==> src/logic/drive_mon_map.svh <==
/*
 * constants of the drive supervisory logic: sentinels, limits, timing.
 * assumes a 40 MHz control clock; frequencies in 0.01 Hz units,
 * times in 0.1 s units, band in whole percent.
 */
`ifndef DRIVE_MON_MAP_SVH
`define DRIVE_MON_MAP_SVH

// ****************************************************************
// configuration codes
// ****************************************************************
`define CFG_UNSET 16'h270F
`define MON_SRC_CURRENT 1'h1
`define BAND_PCT_MAX 8'h64
`define PCT_SCALE 24'h000064

// ****************************************************************
// timing
// ****************************************************************
`define CLK_HZ 40000000
`define TENTH_MS 100
`define TENTH_CYCLES (`CLK_HZ / 1000 * `TENTH_MS)
`define LOSS_HOLD_MS 200
`define LOSS_TENTHS (`LOSS_HOLD_MS / `TENTH_MS)
`define STD_WAIT_SMALL_MS 500
`define STD_WAIT_LARGE_MS 1000
`define STD_WAIT_SMALL_TENTHS (`STD_WAIT_SMALL_MS / `TENTH_MS)
`define STD_WAIT_LARGE_TENTHS (`STD_WAIT_LARGE_MS / `TENTH_MS)
`define TIME_MIN_TENTHS 8'h01
`define TIME_MAX_TENTHS 8'h32

// ****************************************************************
// monitor pulse train and voltage ramp
// ****************************************************************
`define MON_BASE_HZ 1440
`define MON_MAX_HZ 2400
`define VSCALE_FULL 11'h400

`endif

==> src/logic/drive_mon_pkg.sv <==
/*
 * types shared by the drive supervisory logic.
 * assumes drive_mon_map.svh for the numeric constants.
 */
package drive_mon_pkg;

    // one parameter set in force for the ramp generator and modulator
    typedef struct packed {
        logic [15:0] accel_time;
        logic [15:0] decel_time;
        logic [15:0] torque_boost;
        logic [15:0] base_freq;
    } drive_set_t;

    // present measurements of the power stage
    typedef struct packed {
        logic [15:0] out_freq;
        logic [15:0] set_freq;
        logic [15:0] out_current;
        logic reverse;
    } drive_meas_t;

    typedef enum logic [4:0] {
        ST_RUN = 5'h01,
        ST_LOST = 5'h02,
        ST_COAST = 5'h04,
        ST_RAMP = 5'h08,
        ST_BLOCK = 5'h10
    } restart_state_t;

endpackage : drive_mon_pkg

==> src/logic/pulse_rate_gen.sv <==
/*
 * pulse train whose rate is 1440 Hz when value equals reference,
 * proportional otherwise and never above 2400 Hz.
 * assumes value and reference share a unit; reference 0 stops output.
 */
`timescale 1ns/10ps
`include "drive_mon_map.svh"

module pulse_rate_gen (
    input wire logic i_clk,
    input wire logic i_srst,
    input wire logic [15:0] i_value,
    input wire logic [15:0] i_ref,
    output logic o_pulse
);

    logic [47:0] acc_reg;
    logic [47:0] acc_next;
    logic pulse_reg;
    logic pulse_next;
    wire logic [47:0] raw_step = 48'(i_value) * 48'(`MON_BASE_HZ);
    wire logic [47:0] cap_step = 48'(i_ref) * 48'(`MON_MAX_HZ);
    wire logic [47:0] step = (raw_step > cap_step) ? cap_step : raw_step;
    wire logic [47:0] half_thr = 48'(i_ref) * 48'(`CLK_HZ / 2);
    wire logic [47:0] acc_sum = acc_reg + step;
    wire logic wrap = (acc_sum >= half_thr);

    // toggle twice per period; a phase above a new reference restarts
    always_comb begin
        acc_next = acc_sum;
        pulse_next = pulse_reg;
        if (i_ref == 16'h0000) begin
            acc_next = 48'h0;
            pulse_next = 1'b0;
        end else if (wrap) begin
            acc_next = (acc_reg >= half_thr) ? 48'h0 : acc_sum - half_thr;
            pulse_next = ~pulse_reg;
        end
    end

    always_ff @(posedge i_clk) begin
        if (i_srst) begin
            acc_reg <= 48'h0;
            pulse_reg <= 1'b0;
        end else begin
            acc_reg <= acc_next;
            pulse_reg <= pulse_next;
        end
    end

    assign o_pulse = pulse_reg;

endmodule : pulse_rate_gen

==> src/logic/drive_freq_monitor_restart.sv <==
/*
 * supervisory logic of a motor inverter: frequency arrival and sensing
 * outputs, second parameter set, pulse monitor, restart after brief
 * supply loss. assumes measurements and i_update come from logic on
 * i_clk; terminal and supply pins are asynchronous.
 */
`timescale 1ns/10ps
`include "drive_mon_map.svh"

// Operation
// - arrival flag when within configured band
// - sensing output conducts above level
// - reverse level used during reverse rotation
// - unset reverse level uses forward level
// - contact selects second ramp, boost, base
// - unset second decel reuses second accel
// - vector mode ignores boost and base
// - second times share ramp reference frequency
// - monitor source frequency or current
// - frequency reference gives 1440 Hz pulses
// - current reference gives 1440 Hz pulses
// - monitor pulse rate capped at 2400 Hz
// - restart holds frequency, ramps voltage
// - loss over 0.2 s restarts from zero
// - unset coast time disables restart
// - zero coast time uses rating standard wait
// - voltage ramps over configured start-up time
// - shared terminal defaults to output shutoff
module drive_freq_monitor_restart #(
    parameter int unsigned TENTH_CYCLES = `TENTH_CYCLES
) (
    input wire logic i_clk,
    input wire logic i_srst,
    input wire logic i_update,
    input wire drive_mon_pkg::drive_meas_t i_meas,
    input wire logic [7:0] i_arrival_band_width,
    input wire logic [15:0] i_fwd_sense_level,
    input wire logic [15:0] i_rev_sense_level,
    input wire drive_mon_pkg::drive_set_t i_main_set,
    input wire logic [15:0] i_alt_accel_time,
    input wire logic [15:0] i_alt_decel_time,
    input wire logic [15:0] i_alt_torque_boost,
    input wire logic [15:0] i_alt_base_freq,
    input wire logic [15:0] i_ramp_reference_freq,
    input wire logic i_vector_mode_select,
    input wire logic i_shared_term_pin,
    input wire logic i_term_as_second_set,
    input wire logic i_monitor_source_select,
    input wire logic [15:0] i_freq_monitor_reference,
    input wire logic [15:0] i_current_monitor_reference,
    input wire logic i_supply_ok_pin,
    input wire logic i_rating_large,
    input wire logic [15:0] i_coast_wait_time,
    input wire logic [15:0] i_voltage_ramp_time,
    input wire logic i_restart_clear,
    output logic o_freq_arrived_flag_o,
    output logic o_freq_arrived_flag_oe,
    output logic o_freq_detect_flag_o,
    output logic o_freq_detect_flag_oe,
    output logic o_second_set_select,
    output logic o_output_shutoff_in,
    output drive_mon_pkg::drive_set_t o_drive_set,
    output logic [15:0] o_ramp_reference_freq,
    output logic o_pulse_monitor_out,
    output logic [15:0] o_restart_freq,
    output logic [10:0] o_voltage_scale,
    output logic o_restart_active,
    output logic o_restart_blocked
);

    // ****************************************************************
    // helpers
    // ****************************************************************
    function automatic logic is_unset(input logic [15:0] v);
        is_unset = (v == `CFG_UNSET);
    endfunction : is_unset

    function automatic logic [7:0] clamp_tenths(input logic [15:0] v);
        if (v > 16'(`TIME_MAX_TENTHS))
            clamp_tenths = `TIME_MAX_TENTHS;
        else if (v < 16'(`TIME_MIN_TENTHS))
            clamp_tenths = `TIME_MIN_TENTHS;
        else
            clamp_tenths = v[7:0];
    endfunction : clamp_tenths

    // ****************************************************************
    // pin synchronisers
    // ****************************************************************
    logic [2:0] term_sync_reg;
    logic [2:0] supply_sync_reg;
    logic term_reg;
    logic supply_reg;

    // a pin level counts once the second and third stages agree
    always_ff @(posedge i_clk) begin
        if (i_srst) begin
            term_sync_reg <= 3'h0;
            supply_sync_reg <= 3'h7;
            term_reg <= 1'b0;
            supply_reg <= 1'b1;
        end else begin
            term_sync_reg <= {term_sync_reg[1:0], i_shared_term_pin};
            supply_sync_reg <= {supply_sync_reg[1:0], i_supply_ok_pin};
            if (term_sync_reg[1] == term_sync_reg[2])
                term_reg <= term_sync_reg[2];
            if (supply_sync_reg[1] == supply_sync_reg[2])
                supply_reg <= supply_sync_reg[2];
        end
    end

    // ****************************************************************
    // frequency arrival and sensing
    // ****************************************************************
    wire logic [15:0] freq_diff = (i_meas.out_freq > i_meas.set_freq) ?
        (i_meas.out_freq - i_meas.set_freq) :
        (i_meas.set_freq - i_meas.out_freq);
    wire logic [7:0] band_pct = (i_arrival_band_width > `BAND_PCT_MAX) ?
        `BAND_PCT_MAX : i_arrival_band_width;
    wire logic [23:0] band_lim = 24'(i_meas.set_freq) * 24'(band_pct);
    wire logic [23:0] diff_pct = 24'(freq_diff) * `PCT_SCALE;
    wire logic in_band = (diff_pct <= band_lim);
    wire logic use_rev = i_meas.reverse &&
        !is_unset(i_rev_sense_level);
    wire logic [15:0] sense_lvl = use_rev ? i_rev_sense_level :
        i_fwd_sense_level;
    wire logic above_lvl = (i_meas.out_freq > sense_lvl);

    logic arrived_reg;
    logic detect_reg;

    always_ff @(posedge i_clk) begin
        if (i_srst) begin
            arrived_reg <= 1'b0;
            detect_reg <= 1'b0;
        end else if (i_update) begin
            arrived_reg <= in_band;
            detect_reg <= above_lvl;
        end
    end

    // open-collector: enable high means the output conducts
    assign o_freq_arrived_flag_o = 1'b0;
    assign o_freq_arrived_flag_oe = arrived_reg;
    assign o_freq_detect_flag_o = 1'b0;
    assign o_freq_detect_flag_oe = detect_reg;

    // ****************************************************************
    // second parameter set
    // ****************************************************************
    wire logic second_sel = term_reg && i_term_as_second_set;
    wire logic shutoff = term_reg && !i_term_as_second_set;
    wire logic [15:0] alt_decel = is_unset(i_alt_decel_time) ?
        i_alt_accel_time : i_alt_decel_time;
    wire logic [15:0] boost_sel = second_sel ? i_alt_torque_boost :
        i_main_set.torque_boost;
    wire logic [15:0] base_sel = second_sel ? i_alt_base_freq :
        i_main_set.base_freq;

    drive_mon_pkg::drive_set_t set_reg;
    drive_mon_pkg::drive_set_t set_next;
    logic second_reg;
    logic shutoff_reg;

    always_comb begin
        set_next.accel_time = second_sel ? i_alt_accel_time :
            i_main_set.accel_time;
        set_next.decel_time = second_sel ? alt_decel :
            i_main_set.decel_time;
        set_next.torque_boost = i_vector_mode_select ? 16'h0000 :
            boost_sel;
        set_next.base_freq = i_vector_mode_select ? 16'h0000 :
            base_sel;
    end

    always_ff @(posedge i_clk) begin
        if (i_srst) begin
            set_reg <= '0;
            second_reg <= 1'b0;
            shutoff_reg <= 1'b0;
            o_ramp_reference_freq <= 16'h0000;
        end else begin
            set_reg <= set_next;
            second_reg <= second_sel;
            shutoff_reg <= shutoff;
            // both sets are timed against the one reference
            o_ramp_reference_freq <= i_ramp_reference_freq;
        end
    end

    assign o_drive_set = set_reg;
    assign o_second_set_select = second_reg;
    assign o_output_shutoff_in = shutoff_reg;

    // ****************************************************************
    // pulse monitor
    // ****************************************************************
    wire logic mon_cur = (i_monitor_source_select == `MON_SRC_CURRENT);
    wire logic [15:0] mon_value = mon_cur ? i_meas.out_current :
        i_meas.out_freq;
    wire logic [15:0] mon_ref = mon_cur ? i_current_monitor_reference :
        i_freq_monitor_reference;

    // rate is 1440 Hz at the reference and never above 2400 Hz
    pulse_rate_gen i_pulse_rate_gen (
        .i_clk(i_clk),
        .i_srst(i_srst),
        .i_value(mon_value),
        .i_ref(mon_ref),
        .o_pulse(o_pulse_monitor_out)
    );

    // ****************************************************************
    // restart after brief supply loss
    // ****************************************************************
    drive_mon_pkg::restart_state_t state_reg;
    drive_mon_pkg::restart_state_t state_next;
    logic [31:0] sub_reg;
    logic [7:0] tenths_reg;
    logic [15:0] held_reg;
    logic long_reg;
    logic [31:0] ramp_acc_reg;
    logic [10:0] vscale_reg;

    wire logic tenth_tick = (sub_reg == 32'(TENTH_CYCLES - 1));
    wire logic loss_long = (tenths_reg > 8'(`LOSS_TENTHS)) ||
        ((tenths_reg == 8'(`LOSS_TENTHS)) && (sub_reg != 32'h0));
    wire logic [7:0] std_wait = i_rating_large ?
        8'(`STD_WAIT_LARGE_TENTHS) : 8'(`STD_WAIT_SMALL_TENTHS);
    wire logic [7:0] coast_tenths = (i_coast_wait_time == 16'h0000) ?
        std_wait : clamp_tenths(i_coast_wait_time);
    wire logic [31:0] ramp_cycles =
        32'(clamp_tenths(i_voltage_ramp_time)) * 32'(TENTH_CYCLES);
    wire logic [31:0] ramp_sum = ramp_acc_reg + 32'(`VSCALE_FULL);
    wire logic ramp_step = (ramp_sum >= ramp_cycles);
    wire logic ramp_done = (vscale_reg == `VSCALE_FULL);
    wire logic ramp_over = (tenths_reg >= clamp_tenths(i_voltage_ramp_time));
    wire logic coast_done = (tenths_reg >= coast_tenths);

    always_comb begin
        state_next = state_reg;
        unique case (state_reg)
            drive_mon_pkg::ST_RUN: begin
                if (!supply_reg)
                    state_next = drive_mon_pkg::ST_LOST;
            end
            drive_mon_pkg::ST_LOST: begin
                if (supply_reg && is_unset(i_coast_wait_time))
                    state_next = drive_mon_pkg::ST_BLOCK;
                else if (supply_reg)
                    state_next = drive_mon_pkg::ST_COAST;
            end
            drive_mon_pkg::ST_COAST: begin
                if (!supply_reg)
                    state_next = drive_mon_pkg::ST_LOST;
                else if (coast_done)
                    state_next = drive_mon_pkg::ST_RAMP;
            end
            drive_mon_pkg::ST_RAMP: begin
                if (!supply_reg)
                    state_next = drive_mon_pkg::ST_LOST;
                else if (ramp_done)
                    state_next = drive_mon_pkg::ST_RUN;
            end
            drive_mon_pkg::ST_BLOCK: begin
                if (supply_reg && i_restart_clear)
                    state_next = drive_mon_pkg::ST_RUN;
            end
            default: state_next = drive_mon_pkg::ST_RUN;
        endcase
    end

    // state timer restarts on every state change
    always_ff @(posedge i_clk) begin
        if (i_srst || state_next != state_reg) begin
            sub_reg <= 32'h0;
            tenths_reg <= 8'h00;
        end else if (tenth_tick) begin
            sub_reg <= 32'h0;
            if (tenths_reg != 8'hFF)
                tenths_reg <= tenths_reg + 8'h01;
        end else begin
            sub_reg <= sub_reg + 32'h1;
        end
    end

    always_ff @(posedge i_clk) begin
        if (i_srst) begin
            state_reg <= drive_mon_pkg::ST_RUN;
            held_reg <= 16'h0000;
            long_reg <= 1'b0;
        end else begin
            state_reg <= state_next;
            if (state_reg == drive_mon_pkg::ST_RUN) begin
                held_reg <= i_meas.out_freq;
                long_reg <= 1'b0;
            end else if (state_reg == drive_mon_pkg::ST_LOST &&
                         loss_long) begin
                held_reg <= 16'h0000;
                long_reg <= 1'b1;
            end
        end
    end

    // linear voltage rise from zero to full over the start-up time
    always_ff @(posedge i_clk) begin
        if (i_srst) begin
            ramp_acc_reg <= 32'h0;
            vscale_reg <= `VSCALE_FULL;
        end else if (state_reg == drive_mon_pkg::ST_RUN) begin
            ramp_acc_reg <= 32'h0;
            vscale_reg <= `VSCALE_FULL;
        end else if (state_reg == drive_mon_pkg::ST_RAMP) begin
            if (ramp_over) begin
                vscale_reg <= `VSCALE_FULL;
            end else if (ramp_step && !ramp_done) begin
                ramp_acc_reg <= ramp_sum - ramp_cycles;
                vscale_reg <= vscale_reg + 11'h001;
            end else if (!ramp_done) begin
                ramp_acc_reg <= ramp_sum;
            end
        end else begin
            ramp_acc_reg <= 32'h0;
            vscale_reg <= 11'h000;
        end
    end

    assign o_restart_freq = held_reg;
    assign o_voltage_scale = vscale_reg;
    assign o_restart_active = state_reg[1] | state_reg[2] | state_reg[3];
    assign o_restart_blocked = state_reg[4];
endmodule : drive_freq_monitor_restart

==> config.mk <==
export PLATFORM = sky130hd
export DESIGN_NAME = drive_freq_monitor_restart
export DESIGN_NICKNAME = d
export VERILOG_FILES = /design/src/logic/drive_mon_pkg.sv /design/src/logic/pulse_rate_gen.sv /design/src/logic/drive_freq_monitor_restart.sv
export VERILOG_INCLUDE_DIRS = /design/src /design/src/logic
export SDC_FILE = /design/constraint.sdc
export NUM_CORES = 2
export LEC_CHECK = 0
export BUFFER_PORTS_ARGS = -buffer_cell sky130_fd_sc_hd__buf_2
export CAP_MARGIN = 20
export CORE_UTILIZATION = 55
export DETAILED_ROUTE_END_ITERATION = 8
export GPL_ROUTABILITY_DRIVEN = 0
export PLACE_DENSITY = 0.76
export SLEW_MARGIN = 5
export SYNTH_ARGS = -nofsm -noshare
export SYNTH_HDL_FRONTEND = slang
export SYNTH_SLANG_ARGS = --single-unit
==> constraint.sdc <==
create_clock -name i_clk -period 16.4 [get_ports i_clk]
set_input_delay 3.28 -clock i_clk [delete_from_list [all_inputs] [get_ports i_clk]]
set_output_delay 3.28 -clock i_clk [all_outputs]
set_load 0.05 [all_outputs]
---- Word level (Yosys, flattened, before mapping) ----
Index checks and enable logic that the tools add are counted.
storage, ports and cells
  register bits ........................... 245
  bits of input ports ..................... 307
  output and inout port bits .............. 116
  logic and storage cells ................. 134
operators by class
  add/subtract/negate cells ............... 9
  multipliers ............................. 6
  magnitude comparators ................... 15
  equality and inequality tests ........... 17
  multiplexer cells ....................... 35
  bitwise logic cells ..................... 5
  reduce and logical (&&, ||, !) cells .... 25
operators with widths
  operator                                               number
  2-to-1 mux 16 bit                                      11
  greater-or-equal comparator 48 x 41 -> 1 bit           2
  2-to-1 mux 48 bit                                      2
  2-to-1 mux 32 bit                                      2
  adder 48 bit                                           1
  equality test 16 x 14 -> 1 bit, second input constant  3
  2-to-1 mux 8 bit                                       6
  subtractor 48 x 41 -> 48 bit                           1
  2-to-1 mux 5 bit                                       8
  multiplier 16 x 17 -> 33 bit, second input constant    1
  2-to-1 mux 11 bit                                      3
  adder 32 x 1 -> 32 bit, second input constant          1
  adder 32 x 11 -> 32 bit, second input constant         1
  equality test 32 x 22 -> 1 bit, second input constant  1
  greater-or-equal comparator 32 x 30 -> 1 bit           1
  > comparator 16 bit                                    2
  > comparator 16 x 6 -> 1 bit, second input constant    2
  logical NOT 16 bit                                     2
  < comparator 16 x 1 -> 1 bit, second input constant    2
  nonzero test 32 bit                                    1
  subtractor 16 bit                                      2
  subtractor 32 x 30 -> 32 bit                           1
  > comparator 27 x 28 -> 1 bit                          1
  2-to-1 mux 28 bit                                      1
  other kinds (35)                                       54

---- Logic depth before layout (Yosys ltp) ----
  depth in word-level cells ............... 11
  gate-level depth with buffers ........... 56
  gate-level depth less buffers ........... 51

---- Modules after synthesis ----
From an unflattened synthesis, not the netlist that was laid out.
second synthesis, totals
  cells, all modules ...................... 4246
  area, all modules ....................... 34623.2 µm²
modules (own cells, without submodules)
  module                      times used  cells each  area each (µm²)  seq. area each (µm²)
  drive_freq_monitor_restart  1           2415        19503.7          3763.6
  pulse_rate_gen              1           1831        15119.5          880.8

---- Worst setup path after synthesis ----
No wires, ideal clock.
  path kind ............................... input to register
  start ................................... input port i_monitor_source_select
  end ..................................... register i_pulse_rate_gen.acc_reg[37]
  arrival time ............................ 14.213 ns
  slack ................................... 2.063 ns
  stages on the path ...................... 52
  path buffers ............................ 5
  cell sequence ........................... buf_1 clkbuf_1 mux2i_1 inv_1 ha_1 ha_1 fa_1 inv_1 fa_1 inv_1 ha_1 nand2_1 a2111o_1 a31oi_1 a41oi_1 nand2_1 a31o_2 xor2_1 [... 16 more ...] a2111oi_4 o21ba_2 o21ai_2 and2_1 nor3b_1 xor2_1 ha_1 inv_1 nor2_1 a311oi_1 nand3b_1 o211ai_1 a21oi_1 and2_1 a2111oi_4 nand2_4 buf_6 mux2i_1
on the way
  longest elaborated chain between the ends .. 8
  elaborated cells on any way between the ends .. 15
  those cells by class .................... add/sub: 2; mul: 3; order compare: 3; mux: 5; reduce/logical: 2
RTL lines
  element                                                                            RTL line                                                              text
  start: declaration                                                                 drive_freq_monitor_restart.sv:48                                      input wire logic i_monitor_source_select,
  2-to-1 mux 16 bit (on tied branches)                                               drive_freq_monitor_restart.sv:199, drive_freq_monitor_restart.sv:201
  multiplier 16 x 6 -> 22 bit / multiplier 16 x 7 -> 23 bit (equally long branches)  pulse_rate_gen.sv:21, pulse_rate_gen.sv:22
  > comparator 27 x 28 -> 1 bit                                                      pulse_rate_gen.sv:23                                                  wire logic [47:0] step = (raw_step > cap_step) ? cap_step : raw_step;
  2-to-1 mux 28 bit                                                                  pulse_rate_gen.sv:23
  adder 48 bit                                                                       pulse_rate_gen.sv:25                                                  wire logic [47:0] acc_sum = acc_reg + step;
  subtractor 48 x 41 -> 48 bit                                                       pulse_rate_gen.sv:36                                                  acc_next = (acc_reg >= half_thr) ? 48'h0 : acc_sum - half_thr;
  2-to-1 mux 48 bit                                                                  pulse_rate_gen.sv:36
  2-to-1 mux 48 bit                                                                  pulse_rate_gen.sv:35                                                  end else if (wrap) begin
  end signal: assignment                                                             pulse_rate_gen.sv:46                                                  acc_reg <= acc_next;
  end: declaration                                                                   pulse_rate_gen.sv:17                                                  logic [47:0] acc_reg;
Parallel ways exist; a longest one is shown, timed or not.
A chain may end at the register's enable or synchronous reset.

---- Final worst setup path ----
  start ................................... input port i_monitor_source_select
  end ..................................... register i_pulse_rate_gen.acc_reg[8]
The elaborated chain is that of the path after synthesis.

==> results.json <==
{
  "outcome": "finished clean",
  "worst_hold_path_type": "reg -> reg",
  "dp.final_hpwl_mm": 78.60,
  "h-tree-depth": 1,
  "final_net_count": 5672,
  "worst_r2r_end": "i_pulse_rate_gen.acc_reg[8]",
  "critPathMaxFanout": 34,
  "post_cts_setup_repair_bufs": 0,
  "overflow": 0,
  "maxClockFrequency_ghz": 0.06521,
  "hold_end": "supply_sync_reg[1]",
  "yosys-mux-area-fraction": 0.03465,
  "timing_worst_setup_path_type": "in -> reg",
  "antenna_violations_before_repair": 4,
  "post_cts_resized": 0,
  "drv.max_cap_violation_count": 0,
  "largest_net_degree_at_the_start_of_global_routing": 70,
  "synth_top_family_by_area": "adder cells",
  "layout_min_cycle_time_ns": 15.33,
  "synth-warning-count": 0,
  "yosys.area_share.adder": 0.3681,
  "cp.arrival_ns": 15.80,
  "synth_top_flop_cell": "sky130_fd_sc_hd__dfxtp_1",
  "die_area_um2": 62380,
  "dr_total_vias": 30090,
  "ctsLongestPathBuffers": 3,
  "first_global_vias": 29260,
  "cts-hold-fix-buffers": 0,
  "num_rows": 90,
  "grtUsageTotal": 0.2969,
  "synth_simple_gate_area_share": 0.1707,
  "crit_slowest_cell": "sky130_fd_sc_hd__a41o_1",
  "area_grow_syn2layout_pct": 11.94,
  "drt-vias-per-instance": 5.666,
  "synth_edf_count": 0,
  "share_of_the_cycle_needed_by_the_critical_path_after_routing": 0.9350,
  "timing.hold.worst.start": "supply_sync_reg[0]",
  "initial_drc_count": 2251,
  "seq_area_frac_synth": 0.1376,
  "global_route_wire_length_before_repair_mm": 151.3,
  "synth-async-reset-ratio": 0,
  "largest_register_ffs": 64,
  "die_h_um": 249.8,
  "worstRegToRegCells": 22,
  "worst_flop_to_flop_path_startpoint": "i_pulse_rate_gen.acc_reg[5]",
  "worst_path_most_repeated_cell": "sky130_fd_sc_hd__a21oi_1",
  "rrSetupSlack_ns": 10.62,
  "yosys_register_bits": 232,
  "critical_path_end_type": "flop",
  "setup_tns_ns": 0,
  "drive_above_1_share": 0.1257,
  "antenna_violating_nets_post_route": 0,
  "numClockSinks": 232,
  "clock_tree.root_cell": "sky130_fd_sc_hd__clkbuf_16",
  "post_synth_instance_area_um2": 33760,
  "synthesis.area_per_instance_um2": 8.249,
  "die_w_um": 249.8,
  "worst-slew-pin-transition_ns": 1.061,
  "worst_ep_required_time_ns": 16.86,
  "final-setup-viol-count": 0,
  "synth.top_cell.area_share": 0.2324,
  "synth-compound-area-share": 0.1477,
  "setup_clock_skew_after_layout_ns": 0.02055,
  "final-hold-violation-count": 0,
  "worst_relative_slew_slack": 0.2874,
  "design.core.area_um2": 60470,
  "worst_hold_path.num_cells": 1,
  "route.final.wire_length_mm": 93.94,
  "synth.lib_cells_used.distinct": 76,
  "cts_tree": "yes",
  "post_synth_xor_area_fraction": 0.06822,
  "portBuffers": 420,
  "rsz_0062_raised_after_global_routing": "false",
  "timing.final.max_slew_violations": 0,
  "boundaryPins": 423,
  "clkSlewWorstSetupHoldPaths_ns": 0.06,
  "synth.top_cells.by_area": "sky130_fd_sc_hd__ha_1 (23%), sky130_fd_sc_hd__dfxtp_1 (14%), sky130_fd_sc_hd__fa_1 (14%), sky130_fd_sc_hd__inv_1 (6.1%), sky130_fd_sc_hd__nand2_1 (4.4%)",
  "worst_skew_pair.late_latency_ns": 0.57,
  "drtPass1Iterations": 5,
  "initial_utilization": 0.5583,
  "synth.largest_area_cell": "sky130_fd_sc_hd__ha_1",
  "cts_inserted_buffers": 27,
  "worstSetupStartpointType": "input pin",
  "critical-path-max-stage-delay_ns": 0.68,
  "avg_wl_per_cell_um": 17.69,
  "drcViolationCount": 0,
  "syn_inst": 4093
}
[routing by layer]
| metal | track usage | part of all wire | vias to the layer above |
|---|---|---|---|
| met5 | 0 | 0.000085 | - |
| met4 | 0.1028 | 0.038 | 2 |
| met3 | 0.04287 | 0.068 | 168 |
| met2 | 0.4808 | 0.45 | 901 |
| met1 | 0.4028 | 0.45 | 14190 |
| li1 | - | - | 14830 |
[critical path, delay by kind of cell]
| kind | cells | cell delay [ns] |
|---|---|---|
| mux | 3 | 1.13 |
| fa+ha+maj | 8 | 3.14 |
| buf+inv | 6 | 1.09 |
| xor+xnor | 1 | 0.26 |
| compound gates | 18 | 5.03 |
| simple gates | 9 | 1.84 |
[how the worst max path moves through the flow]
stage	from	end	slack, ns
after floorplan	i_monitor_source_select	i_pulse_rate_gen.acc_reg[37]	2.06
after global placement	i_monitor_source_select	i_pulse_rate_gen.acc_reg[25]	1.00
after detailed placement	i_monitor_source_select	i_pulse_rate_gen.acc_reg[8]	0.53
after CTS	i_monitor_source_select	i_pulse_rate_gen.acc_reg[8]	1.09
after global routing	i_monitor_source_select	i_pulse_rate_gen.acc_reg[8]	0.11
final	i_monitor_source_select	i_pulse_rate_gen.acc_reg[8]	1.07
[cells in the final DEF (no fill, tap or decap), types with 11 or more instances in the layout]
master                      Yosys  routed
sky130_fd_sc_hd__and2_1        26      25
sky130_fd_sc_hd__or3_1         18      18
sky130_fd_sc_hd__xnor2_1      147     147
sky130_fd_sc_hd__inv_1        551     551
sky130_fd_sc_hd__o21a_1        39      39
sky130_fd_sc_hd__a21o_1        91      91
sky130_fd_sc_hd__nand4_1       50      50
sky130_fd_sc_hd__and3_1        73      73
sky130_fd_sc_hd__or2_2         26      26
sky130_fd_sc_hd__nor2b_1       64      64
sky130_fd_sc_hd__fa_1         229     229
sky130_fd_sc_hd__a21oi_1      252     251
sky130_fd_sc_hd__o21ai_0      157     157
sky130_fd_sc_hd__mux2_2        23      23
sky130_fd_sc_hd__nand2b_1      47      47
sky130_fd_sc_hd__a211oi_1      40      40
sky130_fd_sc_hd__conb_1         2      38
sky130_fd_sc_hd__nor4_1        21      21
sky130_fd_sc_hd__xor2_1       116     116
sky130_fd_sc_hd__ha_1         627     627
sky130_fd_sc_hd__a21boi_0      11      11
sky130_fd_sc_hd__nor2_1       267     265
sky130_fd_sc_hd__buf_2          1     420
sky130_fd_sc_hd__buf_4          2      27
sky130_fd_sc_hd__mux2i_1       91      91
sky130_fd_sc_hd__o211ai_1      20      20
sky130_fd_sc_hd__nand2_1      392     391
sky130_fd_sc_hd__nand3_1       82      82
sky130_fd_sc_hd__a22oi_1       21      21
sky130_fd_sc_hd__clkbuf_16      0      27
sky130_fd_sc_hd__nor3_1        72      70
sky130_fd_sc_hd__a31oi_1       30      29
sky130_fd_sc_hd__dfxtp_1      232     232
sky130_fd_sc_hd__nand3b_1      15      15
sky130_fd_sc_hd__o21bai_1      22      22
[Yosys cell counts (85+ instances only)]
| library cell | count |
|---|---|
| sky130_fd_sc_hd__ha_1 | 627 |
| sky130_fd_sc_hd__inv_1 | 551 |
| sky130_fd_sc_hd__a21oi_1 | 252 |
| sky130_fd_sc_hd__xor2_1 | 116 |
| sky130_fd_sc_hd__nand2_1 | 392 |
| sky130_fd_sc_hd__dfxtp_1 | 232 |
| sky130_fd_sc_hd__fa_1 | 229 |
| sky130_fd_sc_hd__mux2i_1 | 91 |
| sky130_fd_sc_hd__a21o_1 | 91 |
| sky130_fd_sc_hd__xnor2_1 | 147 |
| sky130_fd_sc_hd__nor2_1 | 267 |
| sky130_fd_sc_hd__clkbuf_1 | 85 |
| sky130_fd_sc_hd__o21ai_0 | 157 |
[cell families (layout without fill, tap and decap cells)]
family / after synthesis / in the layout
and+or+nand+nor: 1196 / 1196
adders and majority gates: 856 / 856
AOI/OAI and AO/OA: 783 / 783
buffers and inverters: 647 / 1045
xor gates and xnor gates: 263 / 263
DFF: 232 / 232
muxes: 114 / 114
other: 2 / 40
[stage by stage]
step                        util  instance area [um2]  setup WS [ns]  hold slack, ns  std cells
after detailed placement  0.6097                36870         0.5270          0.4107       5262
after global placement    0.6096                36860          1.001          0.3935       5261
after CTS                 0.6249                37790          1.086          0.4281       5309
after global routing      0.6250                37800         0.1078          0.4402       5311
after floorplan                -                33900          2.063          0.3895       4129
final                     0.6250                37800          1.066          0.4202       5311
[final cells by class]
| type | instances | area (um2) |
|---|---|---|
| Inverter | 551 | 2068 |
| Fill cell | 5390 | 22670 |
| Tap cell | 782 | 978.4 |
| Sequential cell | 232 | 4644 |
| Timing Repair Buffer | 447 | 2305 |
| Multi-Input combinational cell | 3250 | 26870 |
| Clock inverter | 14 | 192.7 |
| Antenna cell | 2 | 5.005 |
| Clock buffer | 33 | 728.2 |
Power is left out: the tool's default activity adds up to more than one toggle a clock period on the data nets, which glitch-free logic cannot reach.
